==> config.mk <==
export PLATFORM = sky130hd
export DESIGN_NAME = tal_alarm
export DESIGN_NICKNAME = d
export VERILOG_FILES = /design/src/inc/tal_pkg.sv /design/src/rtl/tal_alarm.sv /design/src/rtl/tal_hot_cmp.sv /design/src/rtl/tal_sync2.sv
export SDC_FILE = /design/constraint.sdc
export NUM_CORES = 1
export LEC_CHECK = 0
export BUFFER_PORTS_ARGS = -buffer_cell sky130_fd_sc_hd__buf_2
export CAP_MARGIN = 0
export CORE_AREA = 2 2 135 137
export DETAILED_ROUTE_END_ITERATION = 8
export DIE_AREA = 0 0 137 139
export SLEW_MARGIN = 20
export SYNTH_ARGS = -nofsm -noshare
export SYNTH_HDL_FRONTEND = slang
export SYNTH_SLANG_ARGS = --single-unit
==> constraint.sdc <==
create_clock -name sys_clk -period 3.8 [get_ports sys_clk]
set_input_delay 0.19 -clock sys_clk [delete_from_list [all_inputs] [get_ports sys_clk]]
set_output_delay 0.19 -clock sys_clk [all_outputs]
set_load 0.01 [all_outputs]
==> src/inc/tal_pkg.sv <==
package tal_pkg;
    // Temperature width, unsigned degrees Celsius
    localparam int TW = 8;
    // Power-up fail-safe limits (85 C) and hysteresis (10 C)
    localparam logic [7:0] HOT_LIMIT_RST = 8'h55;
    localparam logic [7:0] HYST_RST = 8'h0a;
    // Alert response address, binary 0001 100
    localparam logic [6:0] ARA_ADDR = 7'h0c;
    localparam logic READ_BIT = 1'b1;
    localparam logic ANSWER_LSB = 1'b1;
    // Selects of the internal write port
    localparam logic [1:0] SEL_LOCAL_HOT = 2'h0;
    localparam logic [1:0] SEL_REMOTE_HOT = 2'h1;
    localparam logic [1:0] SEL_HYST = 2'h2;
    // Status bit positions
    localparam int ST_LOCAL_HIGH = 6;
    localparam int ST_LOCAL_LOW = 5;
    localparam int ST_REMOTE_HIGH = 4;
    localparam int ST_REMOTE_LOW = 3;
    localparam int ST_OPEN = 2;
    localparam logic [7:0] STATUS_RST = 8'h00;
    // Default conversion spacing in clock cycles
    localparam int CONV_PERIOD_DEF = 1000;
    // Last bit index of a serial byte
    localparam logic [3:0] BIT_LAST = 4'h7;
    localparam logic [3:0] BIT_FIRST = 4'h0;
    localparam int N_CMP = 4;

    typedef enum logic [1:0] {
        TAL_CONV_IDLE = 2'b01,
        TAL_CONV_RUN = 2'b10
    } tal_conv_e;

    typedef enum logic [5:0] {
        TAL_BUS_IDLE = 6'b000001,
        TAL_BUS_ADDR = 6'b000010,
        TAL_BUS_ACK = 6'b000100,
        TAL_BUS_ACKH = 6'b001000,
        TAL_BUS_SEND = 6'b010000,
        TAL_BUS_TAIL = 6'b100000
    } tal_bus_e;

    typedef struct packed {
        logic [TW-1:0] local_t;
        logic [TW-1:0] remote_t;
    } tal_temps_s;

    typedef struct packed {
        logic [TW-1:0] local_high;
        logic [TW-1:0] local_low;
        logic [TW-1:0] remote_high;
        logic [TW-1:0] remote_low;
    } tal_limits_s;
endpackage

==> src/rtl/tal_alarm.sv <==
`timescale 1ns/1ps
// Notes on behaviour
// - Alarm low on limit violation or open sensor
// - Answer alert response read while alarm held
// - Answer byte is own address, LSB one
// - Arbitrate answer; loser keeps alarm asserted
// - Release after answer only if cause gone
// - Standby inhibits and aborts conversions, no update
// - One-shot write in standby converts once
// - New limits re-check stored values in standby
// - Sample open comparator at conversion start
// - Open flag drives alarm in alarm mode
// - Alarm maskable; fail-safe output never masked
// - Above high or at/below low alarms
// - Release needs answer, cause gone, status cleared
// - Fail-safe low when temperature exceeds limit
// - Fail-safe releases at limit minus hysteresis
// - Fail-safe limits reset to 85 C
// - Hysteresis in whole degrees, reset 10 C
// - Shared pin selects alarm or second fail-safe
// - Second fail-safe on high limits, unmaskable
// - Same hysteresis governs second fail-safe release
// - Pins only pull low or release
module tal_alarm #(
    parameter int CONV_PERIOD = tal_pkg::CONV_PERIOD_DEF
) (
    input wire logic sys_clk,
    input wire logic rstn,
    input wire logic scl_i,
    input wire logic sda_i,
    output logic sda_o,
    output logic sda_oe,
    input wire logic [6:0] own_addr,
    input wire logic cfg_standby,
    input wire logic cfg_alert_mask,
    input wire logic cfg_second_hot,
    input wire logic one_shot_wr,
    input wire tal_pkg::tal_limits_s limits,
    input wire logic status_clear,
    input wire logic reg_wr,
    input wire logic [1:0] reg_sel,
    input wire logic [7:0] reg_wdata,
    output logic [7:0] local_hot_limit,
    output logic [7:0] remote_hot_limit,
    output logic [7:0] hyst,
    output logic conv_start,
    output logic conv_abort,
    input wire logic conv_done,
    input wire tal_pkg::tal_temps_s meas,
    input wire logic open_cmp_i,
    output tal_pkg::tal_temps_s values,
    output logic [7:0] status,
    output logic ara_won,
    output logic failsafe_hot_n_o,
    output logic failsafe_hot_n_oe,
    output logic shared_n_o,
    output logic shared_n_oe
);
    localparam int CW = $clog2(CONV_PERIOD + 1);
    localparam logic [CW-1:0] TIMER_LAST = CW'(CONV_PERIOD - 1);
    localparam logic [CW-1:0] TIMER_ONE = CW'(1);

    logic [2:0] pin_s;
    logic scl_s;
    logic sda_s;
    logic open_s;
    logic scl_q;
    logic sda_q;
    logic scl_rise;
    logic scl_fall;
    logic start_cond;
    logic stop_cond;
    tal_pkg::tal_conv_e conv_st;
    tal_pkg::tal_bus_e bus_st;
    logic [CW-1:0] timer;
    logic timer_done;
    logic oneshot_run;
    logic start_now;
    logic open_seen;
    logic [7:0] viol;
    logic [7:0] set_vec;
    logic cond_now;
    logic alarm_event;
    logic alarm_active;
    logic ara_served;
    logic respond;
    logic [3:0] bit_cnt;
    logic [6:0] shift_in;
    logic [7:0] tx;
    logic [tal_pkg::TW-1:0] cmp_temp [tal_pkg::N_CMP];
    logic [tal_pkg::TW-1:0] cmp_lim [tal_pkg::N_CMP];
    logic [tal_pkg::N_CMP-1:0] hot;

    // Bus pins and the open comparator are asynchronous to sys_clk
    tal_sync2 #(
        .W(3)
    ) u_sync (
        .sys_clk(sys_clk),
        .rstn(rstn),
        // Bus pins enter inverted so reset reads idle high, no false edge
        .d({~scl_i, ~sda_i, open_cmp_i}),
        .q(pin_s)
    );
    assign scl_s = ~pin_s[2];
    assign sda_s = ~pin_s[1];
    assign open_s = pin_s[0];

    always_ff @(posedge sys_clk or negedge rstn)
    begin
        if (!rstn)
        begin
            scl_q <= 1'b1;
            sda_q <= 1'b1;
        end
        else
        begin
            scl_q <= scl_s;
            sda_q <= sda_s;
        end
    end

    assign scl_rise = scl_s & ~scl_q;
    assign scl_fall = ~scl_s & scl_q;
    assign start_cond = scl_s & scl_q & sda_q & ~sda_s;
    assign stop_cond = scl_s & scl_q & ~sda_q & sda_s;

    // Fail-safe limits and hysteresis
    always_ff @(posedge sys_clk or negedge rstn)
    begin
        if (!rstn)
        begin
            local_hot_limit <= tal_pkg::HOT_LIMIT_RST;
            remote_hot_limit <= tal_pkg::HOT_LIMIT_RST;
            hyst <= tal_pkg::HYST_RST;
        end
        else if (reg_wr)
        begin
            case (reg_sel)
                tal_pkg::SEL_LOCAL_HOT: local_hot_limit <= reg_wdata;
                tal_pkg::SEL_REMOTE_HOT: remote_hot_limit <= reg_wdata;
                tal_pkg::SEL_HYST: hyst <= reg_wdata;
                default: hyst <= hyst;
            endcase
        end
    end

    // Conversion sequencing
    assign timer_done = (timer == TIMER_LAST);
    assign start_now = (conv_st == tal_pkg::TAL_CONV_IDLE)
        && (one_shot_wr || (!cfg_standby && timer_done));

    always_ff @(posedge sys_clk or negedge rstn)
    begin
        if (!rstn)
        begin
            conv_st <= tal_pkg::TAL_CONV_IDLE;
            timer <= '0;
            oneshot_run <= 1'b0;
            conv_start <= 1'b0;
            conv_abort <= 1'b0;
        end
        else
        begin
            conv_start <= start_now;
            conv_abort <= 1'b0;
            case (conv_st)
                tal_pkg::TAL_CONV_IDLE:
                begin
                    if (start_now)
                    begin
                        conv_st <= tal_pkg::TAL_CONV_RUN;
                        oneshot_run <= cfg_standby;
                        timer <= '0;
                    end
                    else if (!cfg_standby)
                        timer <= timer + TIMER_ONE;
                end
                tal_pkg::TAL_CONV_RUN:
                begin
                    if (conv_done)
                        conv_st <= tal_pkg::TAL_CONV_IDLE;
                    else if (cfg_standby && !oneshot_run)
                    begin
                        conv_abort <= 1'b1;
                        conv_st <= tal_pkg::TAL_CONV_IDLE;
                    end
                end
                default: conv_st <= tal_pkg::TAL_CONV_IDLE;
            endcase
        end
    end

    // Results land only from a conversion that ran to completion
    always_ff @(posedge sys_clk or negedge rstn)
    begin
        if (!rstn)
            values <= '0;
        else if ((conv_st == tal_pkg::TAL_CONV_RUN) && conv_done)
            values <= meas;
    end

    always_ff @(posedge sys_clk or negedge rstn)
    begin
        if (!rstn)
            open_seen <= 1'b0;
        else if (start_now)
            open_seen <= open_s;
    end

    // Compared every cycle, so a limit write re-checks stored values
    always_comb
    begin
        viol = '0;
        viol[tal_pkg::ST_LOCAL_HIGH] = values.local_t > limits.local_high;
        viol[tal_pkg::ST_LOCAL_LOW] = values.local_t <= limits.local_low;
        viol[tal_pkg::ST_REMOTE_HIGH] = values.remote_t > limits.remote_high;
        viol[tal_pkg::ST_REMOTE_LOW] = values.remote_t <= limits.remote_low;
        set_vec = viol;
        set_vec[tal_pkg::ST_OPEN] = start_now & open_s;
    end

    assign cond_now = (|viol) | open_seen;

    // Set wins over a clear in the same cycle
    always_ff @(posedge sys_clk or negedge rstn)
    begin
        if (!rstn)
            status <= tal_pkg::STATUS_RST;
        else
            status <= (status_clear ? tal_pkg::STATUS_RST : status) | set_vec;
    end

    // Only newly raised flags count, so a standing cause cannot keep clearing ara_served
    assign alarm_event = (|(set_vec & ~status)) && !cfg_alert_mask;
    assign respond = alarm_active && !cfg_second_hot;

    always_ff @(posedge sys_clk or negedge rstn)
    begin
        if (!rstn)
        begin
            alarm_active <= 1'b0;
            ara_served <= 1'b0;
        end
        else
        begin
            if (alarm_event)
                ara_served <= 1'b0;
            else if (ara_won)
                ara_served <= 1'b1;
            if (alarm_event)
                alarm_active <= 1'b1;
            else if (ara_served && !cond_now && (status == tal_pkg::STATUS_RST))
                alarm_active <= 1'b0;
        end
    end

    // Fail-safe comparators: 0/1 primary, 2/3 second output
    assign cmp_temp[0] = values.local_t;
    assign cmp_temp[1] = values.remote_t;
    assign cmp_temp[2] = values.local_t;
    assign cmp_temp[3] = values.remote_t;
    assign cmp_lim[0] = local_hot_limit;
    assign cmp_lim[1] = remote_hot_limit;
    assign cmp_lim[2] = limits.local_high;
    assign cmp_lim[3] = limits.remote_high;

    generate
        for (genvar i = 0; i < tal_pkg::N_CMP; i++)
        begin : g_hot
            tal_hot_cmp #(
                .W(tal_pkg::TW)
            ) u_cmp (
                .sys_clk(sys_clk),
                .rstn(rstn),
                .temp(cmp_temp[i]),
                .limit(cmp_lim[i]),
                .hyst(hyst),
                .hot(hot[i])
            );
        end
    endgenerate

    // Open-drain pins: drive level fixed low, only the enable moves
    always_ff @(posedge sys_clk or negedge rstn)
    begin
        if (!rstn)
        begin
            failsafe_hot_n_o <= 1'b0;
            failsafe_hot_n_oe <= 1'b0;
            shared_n_o <= 1'b0;
            shared_n_oe <= 1'b0;
            sda_o <= 1'b0;
        end
        else
        begin
            failsafe_hot_n_o <= 1'b0;
            shared_n_o <= 1'b0;
            sda_o <= 1'b0;
            failsafe_hot_n_oe <= hot[0] | hot[1];
            shared_n_oe <= cfg_second_hot ? (hot[2] | hot[3]) : alarm_active;
        end
    end

    // Alert response answer; host repetition is its own business
    always_ff @(posedge sys_clk or negedge rstn)
    begin
        if (!rstn)
        begin
            bus_st <= tal_pkg::TAL_BUS_IDLE;
            bit_cnt <= tal_pkg::BIT_FIRST;
            shift_in <= '0;
            tx <= '0;
            sda_oe <= 1'b0;
            ara_won <= 1'b0;
        end
        else
        begin
            ara_won <= 1'b0;
            if (stop_cond)
            begin
                bus_st <= tal_pkg::TAL_BUS_IDLE;
                sda_oe <= 1'b0;
            end
            else if (start_cond)
            begin
                bus_st <= tal_pkg::TAL_BUS_ADDR;
                bit_cnt <= tal_pkg::BIT_FIRST;
                sda_oe <= 1'b0;
            end
            else
            begin
                case (bus_st)
                    tal_pkg::TAL_BUS_IDLE: sda_oe <= 1'b0;
                    tal_pkg::TAL_BUS_ADDR:
                    begin
                        if (scl_rise)
                        begin
                            shift_in <= {shift_in[5:0], sda_s};
                            bit_cnt <= 4'(bit_cnt + 4'h1);
                            if (bit_cnt == tal_pkg::BIT_LAST)
                                bus_st <= (({shift_in, sda_s} == {tal_pkg::ARA_ADDR,
                                    tal_pkg::READ_BIT}) && respond)
                                    ? tal_pkg::TAL_BUS_ACK : tal_pkg::TAL_BUS_IDLE;
                        end
                    end
                    tal_pkg::TAL_BUS_ACK:
                    begin
                        if (scl_fall)
                        begin
                            sda_oe <= 1'b1;
                            bus_st <= tal_pkg::TAL_BUS_ACKH;
                        end
                    end
                    tal_pkg::TAL_BUS_ACKH:
                    begin
                        if (scl_fall)
                        begin
                            tx <= {own_addr, tal_pkg::ANSWER_LSB};
                            sda_oe <= ~own_addr[6];
                            bit_cnt <= tal_pkg::BIT_FIRST;
                            bus_st <= tal_pkg::TAL_BUS_SEND;
                        end
                    end
                    tal_pkg::TAL_BUS_SEND:
                    begin
                        if (scl_rise)
                        begin
                            if (tx[7] && !sda_s)
                            begin
                                sda_oe <= 1'b0;
                                bus_st <= tal_pkg::TAL_BUS_IDLE;
                            end
                            else if (bit_cnt == tal_pkg::BIT_LAST)
                            begin
                                ara_won <= 1'b1;
                                bus_st <= tal_pkg::TAL_BUS_TAIL;
                            end
                            else
                                bit_cnt <= 4'(bit_cnt + 4'h1);
                        end
                        else if (scl_fall)
                        begin
                            tx <= {tx[6:0], 1'b0};
                            sda_oe <= ~tx[6];
                        end
                    end
                    tal_pkg::TAL_BUS_TAIL:
                    begin
                        if (scl_fall)
                        begin
                            sda_oe <= 1'b0;
                            bus_st <= tal_pkg::TAL_BUS_IDLE;
                        end
                    end
                    default: bus_st <= tal_pkg::TAL_BUS_IDLE;
                endcase
            end
        end
    end
endmodule

==> src/rtl/tal_hot_cmp.sv <==
`timescale 1ns/1ps
module tal_hot_cmp #(
    parameter int W = 8
) (
    input wire logic sys_clk,
    input wire logic rstn,
    input wire logic [W-1:0] temp,
    input wire logic [W-1:0] limit,
    input wire logic [W-1:0] hyst,
    output logic hot
);
    logic [W:0] temp_plus_hyst;

    // Widened sum; a hysteresis above the limit never releases
    assign temp_plus_hyst = {1'b0, temp} + {1'b0, hyst};

    always_ff @(posedge sys_clk or negedge rstn)
    begin
        if (!rstn)
            hot <= 1'b0;
        else if (temp > limit)
            hot <= 1'b1;
        else if (temp_plus_hyst <= {1'b0, limit})
            hot <= 1'b0;
    end
endmodule

==> src/rtl/tal_sync2.sv <==
`timescale 1ns/1ps
module tal_sync2 #(
    parameter int W = 1
) (
    input wire logic sys_clk,
    input wire logic rstn,
    input wire logic [W-1:0] d,
    output logic [W-1:0] q
);
    logic [W-1:0] meta;

    // First stage feeds only the second
    always_ff @(posedge sys_clk or negedge rstn)
    begin
        if (!rstn)
        begin
            meta <= '0;
            q <= '0;
        end
        else
        begin
            meta <= d;
            q <= meta;
        end
    end
endmodule

# Word level (Yosys, flattened, before mapping)

Cells that the tools add are included.

Output and inout bits: 57
Flip-flop bits (word level): 107

Add/subtract/negate cells: 4
Reduce and logical (&&, ||, !) cells: 40
Equal/unequal tests: 34
Mux-type cells: 61
Magnitude comparators: 10
Bitwise gates (word level): 24

Operators with widths:

| kind                                                            | count |
|---|---|
| 6-bit 2-to-1 mux                                                | 10 |
| 9-bit by 8-bit less-or-equal comparator with 1-bit output       | 4 |
| 6-bit case mux with 6 select lines                              | 1 |
| 8-bit greater-than comparator                                   | 4 |
| 8-bit 2-to-1 mux                                                | 4 |
| 1-bit 2-to-1 mux                                                | 30 |
| 4-bit 2-to-1 mux                                                | 6 |
| 4-bit != test, second input constant                            | 6 |
| 3-bit != test, second input constant                            | 7 |
| 10-bit 2-to-1 mux                                               | 2 |
| 8-bit by 8-bit adder with 9-bit output                          | 2 |
| 8-bit less-or-equal comparator                                  | 2 |
| 8-bit case mux with 2 select lines                              | 1 |
| 5-bit != test, second input constant                            | 3 |
| 2-bit nonzero test                                              | 7 |
| 4-bit case mux with 3 select lines                              | 1 |
| 2-bit AND reduction                                             | 6 |
| 6-bit AND reduction                                             | 2 |
| 10-bit by 1-bit adder with 10-bit output, second input constant | 1 |
| 10-bit == test, second input constant                           | 1 |
| 1-bit logical AND                                               | 10 |
| 1-bit inverter                                                  | 10 |
| 1-bit bitwise AND                                               | 8 |
| 7-bit by 8-bit bitwise AND with 8-bit output                    | 1 |
| 31 further kinds                                                | 44 |

# Logic depth before layout (Yosys ltp)

Depth after elaboration: 9
Depth in mapped cells: 14
Depth with buffers taken out: 14

# Cells and area by module

Synthesis repeated with hierarchy kept, for this count alone.

Cells, all modules: 854
Area, all modules: 8,180.3 sq um

By module, submodules not included:

| module      | seq. area each (sq um) | times used | area an instance (sq um) | cells each |
|---|---|---|---|---|
| tal_alarm   | 2,369.8                | 1          | 5,152.4                  | 484 |
| tal_hot_cmp | 25.0                   | 4          | 719.4                    | 91 |
| tal_sync2   | 150.1                  | 1          | 150.1                    | 6 |

# Least setup slack after synthesis

Ideal clock, no wire load.

Kind: reg2reg
From: reg hyst[1]
To: reg g_hot[2].u_cmp.hot
Stages on the path, launching flop included: 14
Buffers on the path: 0
Arrival: 2.647 ns
Setup time: 0.143 ns
Setup slack: 1.010 ns
Required time: 3.657 ns
Cells stage by stage: dfstp_2 inv_1 fa_1 nor2b_1 o21ai_0 a21oi_1 o21ai_0 a21boi_0 a21oi_1 ha_1 o21a_1 o221ai_1 a21o_1 o211ai_1

Cells in the longest elaborated chain, start to end: 3

RTL lines:

| item                                                      | line              | text |
|---|---|---|
| from (decl)                                               | tal_alarm.sv:45   | `output logic [7:0] hyst,` |
| from (signal assigned)                                    | tal_alarm.sv:134  | `hyst <= tal_pkg::HYST_RST;` |
| from (signal assigned)                                    | tal_alarm.sv:141  | `tal_pkg::SEL_HYST: hyst <= reg_wdata;` |
| from (signal assigned)                                    | tal_alarm.sv:142  | `default: hyst <= hyst;` |
| 8-bit by 8-bit adder with 9-bit output                    | tal_hot_cmp.sv:15 | `assign temp_plus_hyst = {1'b0, temp} + {1'b0, hyst};` |
| 9-bit by 8-bit less-or-equal comparator with 1-bit output | tal_hot_cmp.sv:23 | `else if (temp_plus_hyst <= {1'b0, limit})` |
| 2-bit nonzero test (no source line)                       | n/a               |  |
| to (signal assigned)                                      | tal_hot_cmp.sv:20 | `hot <= 1'b0;` |
| to (signal assigned)                                      | tal_hot_cmp.sv:22 | `hot <= 1'b1;` |
| to (signal assigned)                                      | tal_hot_cmp.sv:24 | `hot <= 1'b0;` |
| to (decl)                                                 | tal_hot_cmp.sv:10 | `output logic hot` |

Every way passes these cells.
A chain may end at the register's enable or synchronous reset.

# Final worst setup path

From: reg hyst[1]
To: reg g_hot[1].u_cmp.hot

Cells in the longest elaborated chain, start to end: 3

RTL lines:

| item                                                      | line |
|---|---|
| 8-bit by 8-bit adder with 9-bit output                    | tal_hot_cmp.sv:15 |
| 9-bit by 8-bit less-or-equal comparator with 1-bit output | tal_hot_cmp.sv:23 |
| 2-bit nonzero test (no source line)                       | n/a |
| to (signal assigned)                                      | tal_hot_cmp.sv:20 |
| to (signal assigned)                                      | tal_hot_cmp.sv:22 |
| to (signal assigned)                                      | tal_hot_cmp.sv:24 |
| to (decl)                                                 | tal_hot_cmp.sv:10 |

Every way passes these cells.

==> flow_metrics.tcl <==
set metrics [dict create \
    status "completed" \
    rsz0062_at_grt "no" \
    ir_drop_v 0.000396 \
    final.period_utilization_pct 78.7 \
    rr_worst_depth 12 \
    wirelength_um 17300 \
    p_total_mw 5.69 \
    rows 49 \
    synth-seq-area-share_pct 37.6 \
    antenna_found_initial 0 \
    yosys_warnings 0 \
    grt_pass1_wl_um 27400 \
    routedWlPerCell_um 16.2 \
    via_count 5561 \
    cts.path.max_buffers 2 \
    track_usage_pct 18.6 \
    fp.dieArea_um2 19000 \
    drive_above_1_share_pct 25.2 \
    die_y_um 139 \
    synthTopCellsByCount "101 x ha_1, 90 x dfrtp_1, 74 x inv_1" \
    synth_seq_cells 104 \
    overflow 0 \
    clk_pin_slew_ps 80 \
    path_max_fanout 5 \
    coreArea_um2 17700 \
    rrSetupSlack_ps 810 \
    hold_class "input port to flop" \
    async_flop_share_pct 100 \
    finalSetupViolCount 0 \
    power.density_nw_per_um2 697 \
    synth_edf_count 0 \
    avgSynthCellArea_um2 9.90 \
    clockRootBuffer "clkbuf_16" \
    grt_pass1_vias 5380 \
    fmax_mhz 335 \
    htreeDepth 3 \
    port_buffers 127 \
    synth_top_cell_area_share_pct 32.4 \
    p_leak_nw 3.98 \
    clock_latency_ps 360 \
    rr_endpoint "g_hot[1].u_cmp.hot" \
    ys.flop_type "dfrtp_1" \
    cts_resized 0 \
    die_x_um 137 \
    arrival_ps 3240 \
    syn_inst 703 \
    startpoint "hyst[1]" \
    crit_path_end "g_hot[1].u_cmp.hot" \
    initial_core_util_pct 39.4 \
    ios 134 \
    dr.pass1.iters 4 \
    tns_ps 0 \
    drv_slew 0 \
    drt-vias-per-instance 5.20 \
    ys_types 58 \
    start_kind "flop" \
    place_congestion 0.858 \
    fin_skew_ps 13.1 \
    area_delta_synth_final_pct 17.4 \
    slew_headroom_pct 33.7 \
    min_period_ps 2990 \
    ant_nets 0 \
    hold_viol_final 0 \
    final_nets 1016 \
    netlist_area_um2 6960 \
    end_kind "flop" \
    drcViolationCount 0 \
    critical_path_required_ps 4050 \
    place_ws_ps 825 \
    cap_violations 0 \
    clock-sinks 104 \
    tritoncts "yes" \
    detailedRoute.firstIterationViolations 292 \
    yosysMostFrequentCell "ha_1" \
    final_design_area_no_fill_um2 8170 \
    worst_pin_slew_ps 991 \
    synth_top_area_cell "dfrtp_1" \
    dpl-instance-area_um2 7840 \
    hold-worst-slack_ps 53.5 \
    grt_max_degree 82 \
    cts_setup_buffers 0 \
    worstSetupPathType "flop to flop" \
    hpwlAfterDp_um 13700 \
    rr_startpoint "hyst[1]" \
    synthTopCellsByArea "dfrtp_1 32%, ha_1 18%, mux2_2 6.6%, dfstp_2 5.3%, inv_1 4.0%" \
    cts_buffers 9 \
    setup_ws_ps 811 \
    diodes 0 \
]
-- worst max-delay path, stage by stage, from the launching register on --
cell and delay (ps):
dfstp_2 570, inv_1 100, fa_1 460, nor2b_1 120, o21ai_0 90, a21oi_1 230
o21ai_0 110, a21oi_1 230, ha_1 300, o21a_1 180, o221ai_1 180, a21oi_1 60
a221o_1 250
-- metrics by stage --
stage          instances  utilization (%)
3_3_place_gp        1050             44.4
3_5_place_dp        1050             44.4
4_1_cts             1069             46.2
6_report            1070             46.3
5_1_grt             1070             46.3
2_1_floorplan        708                -
-- routing by layer --
metal  routed length, µm  up-vias  track usage [%]  share of wire (%)
met5                   0        -                0                  0
met4                 337        0             6.19                1.9
met2                8190      131             31.1                 47
met3                 853       23             4.09                4.9
met1                7930     2615             23.6                 46
li1                    -     2792                -                  -
-- cell usage in the layout (no fill, tap or decap), types with 3 or more instances in the layout --
| cell type | n |
|---|---|
| buf_2 | 126 |
| ha_1 | 101 |
| dfrtp_1 | 90 |
| inv_1 | 74 |
| o21ai_0 | 52 |
| mux2_2 | 41 |
| nand2_1 | 37 |
| nor2_1 | 36 |
| a21oi_1 | 32 |
| nand4_1 | 25 |
| o21a_1 | 19 |
| nor2b_1 | 17 |
| dfstp_2 | 14 |
| xnor2_1 | 11 |
| nor3_1 | 10 |
| nand2b_1 | 9 |
| mux2i_1 | 9 |
| clkbuf_16 | 9 |
| o221ai_1 | 8 |
| nand3_1 | 8 |
| a21o_1 | 7 |
| o211ai_1 | 7 |
| nand3b_1 | 7 |
| xor2_1 | 6 |
| conb_1 | 6 |
| or2_2 | 5 |
| and3_1 | 5 |
| nor4_1 | 5 |
| o22ai_1 | 4 |
| nor3b_1 | 4 |
| dlygate4sd3_1 | 4 |
| buf_4 | 4 |
| nand4b_1 | 3 |
| o31a_1 | 3 |
| o31ai_1 | 3 |
| a221o_1 | 3 |
| or3_1 | 3 |
| inv_8 | 3 |
-- where the power goes --
| group | leakage (nW) | switching (mW) | total, mW | internal (mW) |
|---|---|---|---|---|
| combinational | 2.60 | 1.59 | 3.03 | 1.44 |
| sequential | 1.24 | 0.367 | 1.74 | 1.37 |
| clock | 0.141 | 0.469 | 0.929 | 0.460 |
| total | 3.98 | 2.42 | 5.69 | 3.27 |
-- repair_timing --
action / 4_1_cts / 5_1_grt
endpoints found under the setup margin: 0 / 0
hold buffers: 3 / 1
hold endpoints to repair: 3 / 68
-- registers in the layout, indices dropped and copies added, names as in the netlist, 2 cells and up --
name              count
shift_in              7
g_hot.u_cmp.hot       4
timer                10
bus_st                6
conv_st               2
remote_hot_limit      8
u_sync.meta           3
u_sync.q              3
local_hot_limit       8
hyst                  8
status                5
values               16
tx                    8
bit_cnt               4
-- how the worst min path moves through the flow --
stage                          start        endpoint  slack [ps]  depth (start not counted)
after floorplan                 rstn    alarm_active        -110                          0
after global placement    open_cmp_i  u_sync.meta[0]         300                          1
after detailed placement  open_cmp_i  u_sync.meta[0]         300                          1
after CTS                   meas[14]      values[14]          40                          2
after global routing         meas[4]       values[4]          40                          2
final                        meas[4]       values[4]          50                          2
-- final cells by class --
cell class / count / area [µm²]
fill: 1710 / 9480
multi-input combinational: 512 / 3990
sequential: 104 / 2620
timing repair buffer: 135 / 712
tap: 229 / 287
inverter: 74 / 278
clock buffer: 9 / 225
clock inverter: 7 / 63.8
-- cells by family after synthesis --
family / after synthesis / share of synthesized area (%)
AO/OA/AOI/OAI: 155 / 14.1
XOR/XNOR: 17 / 2.14
adder cells (fa/ha/maj): 103 / 18.7
buffers and inverters: 92 / 5.34
flip-flops: 104 / 37.6
multiplexers: 50 / 7.93
other: 1 / 0.0539
AND/OR/NAND/NOR: 181 / 14.1
Power figures use the tool's default switching activity.
